`config.mk`:
```
export PLATFORM = sky130hd
export DESIGN_NAME = esic_top
export DESIGN_NICKNAME = d
export VERILOG_FILES = /design/src/design/esic_pkg.sv /design/src/design/esic_top.sv
export VERILOG_INCLUDE_DIRS = /design/src /design/src/design
export SDC_FILE = /design/constraint.sdc
export NUM_CORES = 1
export LEC_CHECK = 0
export ABC_AREA = 1
export CAP_MARGIN = 40
export CORE_MARGIN = 2
export CORE_UTILIZATION = 63
export CTS_CLUSTER_SIZE = 10
export DETAILED_ROUTE_END_ITERATION = 8
export DONT_BUFFER_PORTS = 1
export PLACE_DENSITY = 0.8
export SLEW_MARGIN = 20
export SYNTH_ARGS = -nofsm -noshare
export SYNTH_HDL_FRONTEND = slang
export SYNTH_SLANG_ARGS = --single-unit
export TNS_END_PERCENT = 5
```
`constraint.sdc`:
```
create_clock -name sys_clk -period 1.48 [get_ports sys_clk]
set_input_delay 0.074 -clock sys_clk [delete_from_list [all_inputs] [get_ports sys_clk]]
set_output_delay 0.074 -clock sys_clk [all_outputs]
set_load 0.02 [all_outputs]
```
`src/design/esic_cfg.svh`:
```
// Constants of the eight-source interrupt controller.
// Assumes inclusion by esic_top only.
`ifndef ESIC_CFG_SVH
`define ESIC_CFG_SVH
// ==========================================
// Register addresses
`define ESIC_XC_ADDR 8'hC0
`define ESIC_P4_ADDR 8'hD8
// ==========================================
// Extra control register fields
`define ESIC_IT2 0
`define ESIC_IE2 1
`define ESIC_EX2 2
`define ESIC_PX2 3
`define ESIC_IT3 4
`define ESIC_IE3 5
`define ESIC_EX3 6
`define ESIC_PX3 7
// ==========================================
// Core register fields
`define ESIC_EA 7
`define ESIC_IT0 0
`define ESIC_IT1 2
// ==========================================
// Reset values, vector low bits, source indices and bit address
`define ESIC_XC_RST 8'h00
`define ESIC_P4_RST 4'hF
`define ESIC_VEC_LOW 3'h3
`define ESIC_SRC_X2 3'h6
`define ESIC_SRC_X3 3'h7
`define ESIC_BIT_X2EN 8'hC2
`endif

```
`src/design/esic_pkg.sv`:
```
// Types of the eight-source interrupt controller.
// Assumes esic_cfg.svh on the include path.
package esic_pkg;
    typedef struct packed {
        logic [5:0] s1;
        logic [5:0] s2;
        logic [5:0] s3;
        logic [5:0] flt;
        logic [3:0] lin;
        logic [7:0] xc;
        logic [3:0] lat;
        logic [3:0] pend;
        logic in_hi;
        logic in_lo;
        logic req;
        logic [2:0] idx;
        logic [7:0] vec;
        logic lvl;
        logic [7:0] rd;
        logic wake;
    } esic_state_t;
endpackage : esic_pkg

```
`src/design/esic_top.sv`:
```
// Eight-source two-level interrupt controller with extra nibble port.
// Assumes a core that owns enable, priority and timer control registers.
// Function
// - extra control register sits at C0H
// - enable of source two is bit 2
// - priority bit selects high or low
// - requests ignored while enable bit cleared
// - trigger bit picks falling edge or level
// - edge pending set on edge, cleared on service
// - eight vectors 03H to 3BH in order
// - fixed polling order within one level
// - standard enables and external zero/one trigger bits
// - four-bit port at D8H like port one
// - port pins 2 and 3 double as requests
// - enabled request releases idle mode
`timescale 1ns/100ps
`include "esic_cfg.svh"
module esic_top (
    input wire logic sys_clk,
    input wire logic rstn,
    input wire logic [7:0] sfr_addr,
    input wire logic sfr_wr,
    input wire logic [7:0] sfr_wdata,
    input wire logic sfr_bit_wr,
    input wire logic [7:0] sfr_bit_addr,
    input wire logic sfr_bit_val,
    output logic [7:0] sfr_rdata,
    input wire logic [7:0] std_irq_enable_reg,
    input wire logic [5:0] std_irq_priority,
    input wire logic [7:0] timer_control_reg,
    input wire logic [3:0] std_req,
    input wire logic ext_request_zero_pin_n,
    input wire logic ext_request_one_pin_n,
    input wire logic [3:0] extra_nibble_port_in,
    output logic [3:0] extra_nibble_port_out,
    output logic [3:0] extra_nibble_port_oe_n,
    output logic irq_req,
    output logic [7:0] irq_vector,
    output logic irq_level,
    input wire logic irq_ack,
    input wire logic irq_reti,
    output logic idle_wake
);
    import esic_pkg::*;

    esic_state_t q;
    esic_state_t d;

    // ==========================================
    // Helpers
    function automatic logic esic_hit(input logic [7:0] base, input logic w, input logic [7:0] a,
                                      input logic bw, input logic [7:0] ba);
        esic_hit = (w && a == base) || (bw && ba[7:3] == base[7:3]);
    endfunction : esic_hit

    function automatic logic [7:0] esic_apply(input logic [7:0] old, input logic w,
                                              input logic [7:0] wd, input logic bw,
                                              input logic [7:0] ba, input logic bv);
        logic [7:0] r;
        r = old;
        if (bw) begin
            r[ba[2:0]] = bv;
        end else if (w) begin
            r = wd;
        end
        esic_apply = r;
    endfunction : esic_apply

    function automatic logic [2:0] esic_first(input logic [7:0] v);
        logic [2:0] r;
        r = 3'h0;
        for (int i = 7; i >= 0; i--) begin
            if (v[i]) begin
                r = 3'(i);
            end
        end
        esic_first = r;
    endfunction : esic_first

    // ==========================================
    // Source lines and requests
    logic [3:0] line;
    logic [3:0] fall;
    logic [3:0] itype;
    logic [7:0] xcur;
    logic [7:0] xnew;
    logic [7:0] pnew;
    logic xsw;
    logic psw;
    logic [7:0] ackv;
    logic [3:0] ackx;
    logic [7:0] srcreq;
    logic [7:0] prio;
    logic [7:0] hi;
    logic [7:0] lo;

    assign line = {~q.lat[3] | q.flt[3], ~q.lat[2] | q.flt[2], q.flt[5], q.flt[4]};
    assign fall = q.lin & ~line;
    assign itype = {q.xc[`ESIC_IT3], q.xc[`ESIC_IT2], timer_control_reg[`ESIC_IT1],
                    timer_control_reg[`ESIC_IT0]};
    assign xcur = {q.xc[7:6], q.pend[3], q.xc[4:2], q.pend[2], q.xc[0]};
    assign xsw = esic_hit(`ESIC_XC_ADDR, sfr_wr, sfr_addr, sfr_bit_wr, sfr_bit_addr);
    assign xnew = esic_apply(xcur, sfr_wr, sfr_wdata, sfr_bit_wr, sfr_bit_addr, sfr_bit_val);
    assign psw = esic_hit(`ESIC_P4_ADDR, sfr_wr, sfr_addr, sfr_bit_wr, sfr_bit_addr);
    assign pnew = esic_apply({4'h0, q.lat}, sfr_wr, sfr_wdata, sfr_bit_wr, sfr_bit_addr, sfr_bit_val);
    assign ackv = (irq_ack && q.req) ? (8'h01 << q.idx) : 8'h00;
    assign ackx = {ackv[7], ackv[6], ackv[2], ackv[0]};
    assign srcreq = {q.pend[3], q.pend[2], std_req[3], std_req[2], std_req[1], q.pend[1],
                     std_req[0], q.pend[0]}
                    & {q.xc[`ESIC_EX3], q.xc[`ESIC_EX2], std_irq_enable_reg[5:0]}
                    & {8{std_irq_enable_reg[`ESIC_EA]}};
    assign prio = {q.xc[`ESIC_PX3], q.xc[`ESIC_PX2], std_irq_priority};
    assign hi = srcreq & prio;
    assign lo = srcreq & ~prio;

    // ==========================================
    // Next state
    always_comb begin
        d = q;
        // Pin synchroniser, change taken once stages two and three agree
        d.s1 = {ext_request_one_pin_n, ext_request_zero_pin_n, extra_nibble_port_in};
        d.s2 = q.s1;
        d.s3 = q.s2;
        for (int i = 0; i < 6; i++) begin
            if (q.s2[i] == q.s3[i]) begin
                d.flt[i] = q.s3[i];
            end
        end
        d.lin = line;
        // Pending flags, hardware set wins over any clear
        for (int k = 0; k < 4; k++) begin
            if (itype[k]) begin
                if (k >= 2 && xsw) begin
                    d.pend[k] = fall[k] | xnew[k == 2 ? `ESIC_IE2 : `ESIC_IE3];
                end else begin
                    d.pend[k] = fall[k] | (q.pend[k] & ~ackx[k]);
                end
            end else begin
                d.pend[k] = ~line[k];
            end
        end
        if (xsw) begin
            d.xc = xnew;
        end
        if (psw) begin
            d.lat = pnew[3:0];
        end
        // In-service levels
        if (irq_ack && q.req) begin
            if (q.lvl) begin
                d.in_hi = 1'b1;
            end else begin
                d.in_lo = 1'b1;
            end
        end else if (irq_reti) begin
            if (q.in_hi) begin
                d.in_hi = 1'b0;
            end else begin
                d.in_lo = 1'b0;
            end
        end
        // Arbitration, high preempts low only
        d.req = 1'b0;
        d.lvl = 1'b0;
        d.idx = 3'h0;
        if (|hi && !d.in_hi) begin
            d.req = 1'b1;
            d.lvl = 1'b1;
            d.idx = esic_first(hi);
        end else if (|lo && !d.in_hi && !d.in_lo) begin
            d.req = 1'b1;
            d.idx = esic_first(lo);
        end
        d.vec = {2'b00, d.idx, `ESIC_VEC_LOW};
        d.wake = |srcreq;
        // Read path, unmapped reads return zero
        case (sfr_addr)
            `ESIC_XC_ADDR: d.rd = xcur;
            `ESIC_P4_ADDR: d.rd = {4'h0, q.flt[3:0]};
            default: d.rd = 8'h00;
        endcase
    end

    // ==========================================
    // State register
    always_ff @(posedge sys_clk or negedge rstn) begin
        if (!rstn) begin
            q <= '0;
            q.s1 <= 6'h3F;
            q.s2 <= 6'h3F;
            q.s3 <= 6'h3F;
            q.flt <= 6'h3F;
            q.lin <= 4'hF;
            q.xc <= `ESIC_XC_RST;
            q.lat <= `ESIC_P4_RST;
        end else begin
            q <= d;
        end
    end

    assign sfr_rdata = q.rd;
    assign extra_nibble_port_out = q.lat;
    assign extra_nibble_port_oe_n = q.lat;
    assign irq_req = q.req;
    assign irq_vector = q.vec;
    assign irq_level = q.lvl;
    assign idle_wake = q.wake;

    // ==========================================
    // Checks
    xc_addr_a: assert property (@(posedge sys_clk) disable iff (!rstn)
        (sfr_wr && !sfr_bit_wr && sfr_addr == `ESIC_XC_ADDR) |=> q.xc[`ESIC_EX3] == $past(sfr_wdata[6]))
        else $error("control byte write lost");
    bit_enable_a: assert property (@(posedge sys_clk) disable iff (!rstn)
        (sfr_bit_wr && sfr_bit_addr == `ESIC_BIT_X2EN) |=> q.xc[`ESIC_EX2] == $past(sfr_bit_val))
        else $error("bit set of enable lost");
    prio_level_a: assert property (@(posedge sys_clk) disable iff (!rstn)
        (q.req && q.idx == `ESIC_SRC_X2) |-> q.lvl == $past(q.xc[`ESIC_PX2]))
        else $error("source two at wrong level");
    enable_gate_a: assert property (@(posedge sys_clk) disable iff (!rstn)
        (q.req && q.idx == `ESIC_SRC_X2) |-> $past(q.xc[`ESIC_EX2]))
        else $error("disabled source granted");
    edge_set_a: assert property (@(posedge sys_clk) disable iff (!rstn)
        (itype[2] && fall[2]) |=> q.pend[2])
        else $error("edge not latched");
    level_follow_a: assert property (@(posedge sys_clk) disable iff (!rstn)
        !itype[2] |=> q.pend[2] == !$past(line[2]))
        else $error("level flag not following pin");
    ack_clear_a: assert property (@(posedge sys_clk) disable iff (!rstn)
        (ackx[2] && itype[2] && !fall[2] && !xsw) |=> !q.pend[2])
        else $error("service did not clear flag");
    vector_a: assert property (@(posedge sys_clk) disable iff (!rstn)
        q.req |-> q.vec == {2'b00, q.idx, `ESIC_VEC_LOW})
        else $error("vector mismatch");
    preempt_a: assert property (@(posedge sys_clk) disable iff (!rstn)
        q.req |-> !q.in_hi && (q.lvl || !q.in_lo))
        else $error("request at blocked level");
    wake_a: assert property (@(posedge sys_clk) disable iff (!rstn)
        (|srcreq) |=> q.wake)
        else $error("idle wake missed");
    port_latch_a: assert property (@(posedge sys_clk) disable iff (!rstn)
        (sfr_wr && !sfr_bit_wr && sfr_addr == `ESIC_P4_ADDR) |=> q.lat == $past(sfr_wdata[3:0]))
        else $error("port latch write lost");
    port_read_a: assert property (@(posedge sys_clk) disable iff (!rstn)
        (sfr_addr == `ESIC_P4_ADDR) |=> q.rd == {4'h0, $past(q.flt[3:0])})
        else $error("port read not pin level");
    enable_three_a: assert property (@(posedge sys_clk) disable iff (!rstn)
        (q.req && q.idx == `ESIC_SRC_X3) |-> $past(q.xc[`ESIC_EX3]))
        else $error("disabled source three granted");
    edge_three_a: assert property (@(posedge sys_clk) disable iff (!rstn)
        (itype[3] && fall[3]) |=> q.pend[3])
        else $error("edge three not latched");
    hi_service_a: assert property (@(posedge sys_clk) disable iff (!rstn)
        (irq_ack && q.req && q.lvl) |=> q.in_hi)
        else $error("high service not marked");
    hi_return_a: assert property (@(posedge sys_clk) disable iff (!rstn)
        (irq_reti && !irq_ack && q.in_hi) |=> !q.in_hi)
        else $error("high service not released");
endmodule : esic_top

```
==> impl_metrics.tcl, run 1 <==
set metrics [dict create \
    status "finished, final reports clean" \
    crit_top_cell "dlygate4sd3_1" \
    area_growth_pct 13.6 \
    drtIter0Drc 156 \
    finalSetupViolCount 0 \
    netlist_area_mm2 0.00295 \
    max_clock_freq_mhz 709 \
    wl_met1_um 2720 \
    period_needed_ps 1410 \
    netlist_instances 340 \
    slew_violations 0 \
    ant_nets 0 \
    viasPerCell 5.74 \
    cts_setup_buffers 0 \
    fin_crit_sh_pct 95.3 \
    r2r-end "q[18]$_DFF_PN0_" \
    worst_ep_required_time_ps 1730 \
    yosysSeqAreaShare_pct 51.4 \
    die-area_mm2 0.00524 \
    grt_antenna_before_repair 0 \
    die_h_um 72.4 \
    final_nets 418 \
    cpPeakStageDelay_ps 610 \
    wl_met2_um 2980 \
    port_buffers 0 \
    r2r_slack_ps 160 \
    cts_htree_levels 3 \
    vias 2365 \
    gp_congestion 0.925 \
    synth_top_flop_cell "dfstp_2" \
    worstHoldPathCells 3 \
    hold_viol 0 \
    wl_met3_um 479 \
    antennaDiodeCount 0 \
    final_cells 412 \
    end_kind "register" \
    hpwl_um 4310 \
    syn_avg_cell_area_um2 8.67 \
    synth_edf_count 0 \
    hold_class "in2reg" \
    grt_pass1_wl_um 10300 \
    p_leak_uw 0.00158 \
    rr_worst_depth 8 \
    start_util_pct 66.4 \
    grt_max_degree 60 \
    yosys-top-cells-area "dfstp_2, dfrtp_1, nand2_1" \
    cp-start-kind "input pin" \
    topRoutingLayerUsed "met4" \
    drive_above_1_share_pct 18.9 \
    post-synth-top-area-cell "dfstp_2" \
    clockRootBuffer "clkbuf_8" \
    wl_per_cell_um 15.3 \
    clk_path_buf_depth 2 \
    clkSinkCount 59 \
    ys_warn_count 0 \
    n_fill_cell 320 \
    final_area_mm2 0.00335 \
    ios 90 \
    track_usage_pct 26.1 \
    tritoncts "built" \
    finClkSkew_ps 6.99 \
    criticalPathCategory "in2reg" \
    grt_pass1_vias 2249 \
    holdPathEnd "idle_wake$_DFF_PN0_" \
    overflow 0 \
    powerDensity_mw_per_mm2 1210 \
    synth_top_area_share_pct 28.5 \
    hold-worst-slack_ps 9.48 \
    clk_pin_slew_ps 70 \
    ys_seq_elements 59 \
    crit_arrival_ps 1660 \
    cp_max_fo 3 \
    clk_latency_ps 330 \
    ir_drop_mv 1.07 \
    yosysUniqueCellTypes 32 \
    multi_input_area_mm2 0.00109 \
    synth-async-reset-ratio_pct 100 \
    drv_cap 0 \
    rows 24 \
    core-area_mm2 0.00444 \
    drt-pass1-iter-count 4 \
    post-synth-top-count-cell "nand2_1" \
    dpl-instance-area_mm2 0.00284 \
    hold_start "std_irq_enable_reg[7]" \
    die_x_um 72.4 \
    slowest_stage "dlygate4sd3_1" \
    netlist_top_cells_count "nand2_1, inv_1, dfstp_2" \
    reg2reg_from "q[26]$_DFF_PN0_" \
    drc 0 \
    numCtsBuffers 9 \
    dpl.cell_count 370 \
    path_cells "dlygate4sd3_1, nor3_4, dlygate4sd3_1, nand3_1, o21ai_0" \
    seqCellArea_mm2 0.00152 \
    wirelength_um 6300 \
]
-- area by class of cell --
cell class | count | share of cell area (%)
clock inverters | 2 | 0.373
multi-input cells | 215 | 32.6
inverters | 40 | 4.48
flip-flops and latches | 59 | 45.3
well taps | 52 | 1.94
clock buffers | 14 | 6.12
repair buffers | 30 | 9.19
-- repair_timing --
action,in CTS,in global routing
gates resized for setup,0,3
hold buffers,26,0
hold endpoints to repair,82,0
endpoints found under the setup margin,0,9
-- how the worst max path moves through the flow --
stage	slack (ps)	endpoint	depth (start not counted)	startpoint
4_1_cts	120	q[18]$_DFF_PN0_	9	irq_req$_DFF_PN0_
2_1_floorplan	210	q[18]$_DFF_PN0_	9	irq_req$_DFF_PN0_
3_5_place_dp	130	q[18]$_DFF_PN0_	9	irq_req$_DFF_PN0_
3_3_place_gp	200	q[18]$_DFF_PN0_	9	irq_req$_DFF_PN0_
5_1_grt	-10	sfr_rdata[2]$_DFF_PN0_	5	sfr_addr[2]
6_report	70	sfr_rdata[2]$_DFF_PN0_	5	sfr_addr[2]
-- stage by stage --
stage / setup WS, ps / power [uW] / setup TNS (ps) / util [%]
floorplan: 215 / 2370 / 0 / -
global placement: 204 / 2430 / 0 / 64.0
detailed placement: 134 / 2440 / 0 / 64.0
CTS: 115 / 4070 / 0 / 75.1
global route: -14.3 / 4240 / -14.3 / 75.4
finish: 70.0 / 4050 / 0 / 75.4
-- flip-flops by register name, indices dropped and copies added (netlist names) --
name and cells:
q 24, d 14, sfr_rdata 8, extra_nibble_port_oe_n 4
irq_vector 2, itype 2, prio 2, idle_wake 1
irq_level 1, irq_req 1
-- layer usage --
metal	up-vias	GRT usage, %
met2	96	40.3
li1	1129	-
met3	15	7.08
met4	0	13.2
met1	1125	34.0
met5	-	0
-- worst max-delay path, delay by kind of cell --
family          cells  cell delay (ps)
buf+inv             2             1210
compound gates      1               80
simple gates        2              310
-- where the power goes --
group | leakage [uW] | switching, uW | internal, uW
combinational | 0.000785 | 330 | 220
sequential | 0.000691 | 165 | 1810
clock | 0.000109 | 622 | 902
-- cell families after synthesis --
| group | count (synthesis) | share of synthesized area, % |
|---|---|---|
| and+or+nand+nor | 164 | 26.2 |
| other | 2 | 0.255 |
| DFF | 59 | 51.4 |
| adders and majority gates | 6 | 2.04 |
| buffers and inverters | 68 | 12.1 |
| AOI/OAI and AO/OA | 41 | 7.98 |
-- cell usage in the layout, fill, tap and decap left out, types with 2 or more instances in the layout --
| master | instances |
|---|---|
| nand4_2 | 2 |
| nor2_1 | 21 |
| nor2_2 | 3 |
| dlygate4sd3_1 | 25 |
| dfrtp_1 | 27 |
| clkbuf_8 | 11 |
| clkbuf_16 | 2 |
| buf_4 | 4 |
| a21oi_1 | 4 |
| dfstp_2 | 32 |
| o21bai_1 | 2 |
| nand2_1 | 73 |
| conb_1 | 4 |
| inv_1 | 39 |
| nand3_1 | 27 |
| nand4_1 | 17 |
| nand2_2 | 5 |
| o22ai_1 | 5 |
| o21ai_0 | 14 |
| maj3_1 | 6 |
| nor3_1 | 8 |
| o211ai_1 | 2 |
| nand3_2 | 2 |
| nand3b_1 | 2 |
| o21ai_1 | 7 |
| a31oi_1 | 5 |
No activity file was read; power rests on OpenSTA's default activity.
==> inputs of run 2 (changes only) <==
Settings changed: MAX_ROUTING_LAYER set to met4.
==> impl_metrics.tcl, run 2 (synthesized netlist as in run 1, its figures left out) <==
set metrics [dict create \
    grt_antenna_before_repair 0 \
    seqCellArea_mm2 0.00152 \
    wl_per_cell_um 15.1 \
    rsz0062_at_grt "false" \
    largest-register "q" \
    period_needed_ps 1400 \
    hold_viol 0 \
    finalSetupViolCount 0 \
    grt_pass1_wl_um 10500 \
    drtIter0Drc 169 \
    largest_register_ffs 24 \
    crit_arrival_ps 1650 \
    final_nets 417 \
    hold_class "in2reg" \
    grt_pass1_vias 2269 \
    die-area_mm2 0.00524 \
    reg2reg_from "irq_req$_DFF_PN0_" \
    sequentialPowerShare_pct 47.7 \
    ir_drop_mv 1.00 \
    wirelength_um 6210 \
    tritoncts "built" \
    start_util_pct 66.4 \
    port_buffers 0 \
    clk_latency_ps 340 \
    p_leak_uw 0.00157 \
    cpPeakStageDelay_ps 600 \
    switching_share_pct 28.0 \
    viasPerCell 5.66 \
    holdPathEnd "idle_wake$_DFF_PN0_" \
    status "finished, final reports clean" \
    final_common_cell "nand2_1" \
    hpwl_um 4360 \
    finClkSkew_ps 7.65 \
    clkSinkCount 59 \
    powerDensity_mw_per_mm2 1240 \
    drv_cap 0 \
    end_kind "register" \
    core-area_mm2 0.00444 \
    drive_above_1_share_pct 19.2 \
    gp_congestion 0.983 \
    final_cell_mix "nand2_1, inv_1, dfstp_2" \
    r2r_slack_ps 200 \
    n_fill_cell 309 \
    hold_start "std_irq_enable_reg[7]" \
    power.share.clock_pct 39.1 \
    grt_max_degree 60 \
    rows 24 \
    clk_path_buf_depth 2 \
    multi_input_area_mm2 0.00109 \
    drt-pass1-iter-count 5 \
    die_x_um 72.4 \
    clockRootBuffer "clkbuf_8" \
    worst_ep_required_time_ps 1740 \
    final_core_util_pct 75.3 \
    ant_nets 0 \
    intPower_uw 2980 \
    ios 90 \
    criticalPathCategory "in2reg" \
    fin_crit_sh_pct 94.4 \
    drc 0 \
    cp-start-kind "input pin" \
    overflow 0 \
    slowest_stage "dlygate4sd3_1" \
    comb_power_share_pct 13.2 \
    vias 2328 \
    numCtsBuffers 9 \
    antennaDiodeCount 0 \
    cts_htree_levels 3 \
    slew_violations 0 \
    max_clock_freq_mhz 716 \
    area_growth_pct 13.4 \
    rr_worst_depth 9 \
    fin_setup_tns_ps 0 \
    crit_top_cell "dlygate4sd3_1" \
    worstHoldPathCells 3 \
    die_h_um 72.4 \
    clk_pin_slew_ps 80 \
    cp_max_fo 3 \
    track_usage_pct 27.2 \
    r2r-end "q[18]$_DFF_PN0_" \
    p_sw_uw 1160 \
    path_cells "dlygate4sd3_1, nor3_2, dlygate4sd3_1, nand3_1, o21ai_0" \
]
-- run 2: cell type report --
type / instances / share of cell area [%]
well taps: 52 / 1.94
clock inverters: 7 / 2.99
inverters: 40 / 4.49
clock buffers: 9 / 3.70
multi-input cells: 215 / 32.6
flip-flops and latches: 59 / 45.3
repair buffers: 29 / 8.90
-- run 2: worst max-delay path, delay by kind of cell --
kind | cells | cell delay (ps)
AND/OR/NAND/NOR | 2 | 340
buffers and inverters | 2 | 1170
AO/OA/AOI/OAI | 1 | 70
-- run 2: worst max path at each step --
| stage | startpoint | endpoint | slack [ps] | cells past startpoint |
|---|---|---|---|---|
| after floorplan | irq_req$_DFF_PN0_ | q[18]$_DFF_PN0_ | 210 | 9 |
| after global placement | irq_req$_DFF_PN0_ | q[18]$_DFF_PN0_ | 220 | 9 |
| after detailed placement | irq_req$_DFF_PN0_ | q[18]$_DFF_PN0_ | 140 | 9 |
| after CTS | sfr_addr[5] | q[38]$_DFFE_PN0P_ | 110 | 7 |
| after global routing | sfr_addr[5] | itype[3]$_DFFE_PN0P_ | 20 | 7 |
| final | sfr_addr[2] | sfr_rdata[2]$_DFF_PN0_ | 80 | 5 |
-- run 2: what timing repair did --
item,CTS,global route
endpoints found under the hold margin,82,0
setup buffers,0,0
setup endpoints to repair,0,7
hold buffers,25,0
gates resized for setup,0,3
-- run 2: per-stage QoR --
step	setup slack, ps	area [um2]	cells	hold slack, ps	power [uW]
after floorplan	215	2960	342	-222	2370
after global placement	218	2840	370	-220	2430
after detailed placement	136	2840	370	-220	2440
after CTS	114	3340	411	1.23	4180
after global routing	19.1	3350	411	31.4	4340
final	82.7	3350	411	14.2	4140
-- run 2: power by group through the flow --
stage | Combinational, uW | Clock [uW] | Sequential (uW)
floorplan | 429 | 0 | 1940
global placement | 434 | 0 | 1990
detailed placement | 442 | 0 | 2000
finish | 548 | 1620 | 1980
global route | 620 | 1730 | 2000
CTS | 544 | 1660 | 1970
-- run 2: layer usage --
metal  vias up  part of all wire [%]  GRT usage, %
li1       1138                     -             -
met5         -                     0             -
met1      1098                    45          35.6
met2        86                    48          41.7
met3         6                   6.8          7.50
met4         0                  0.85          8.23
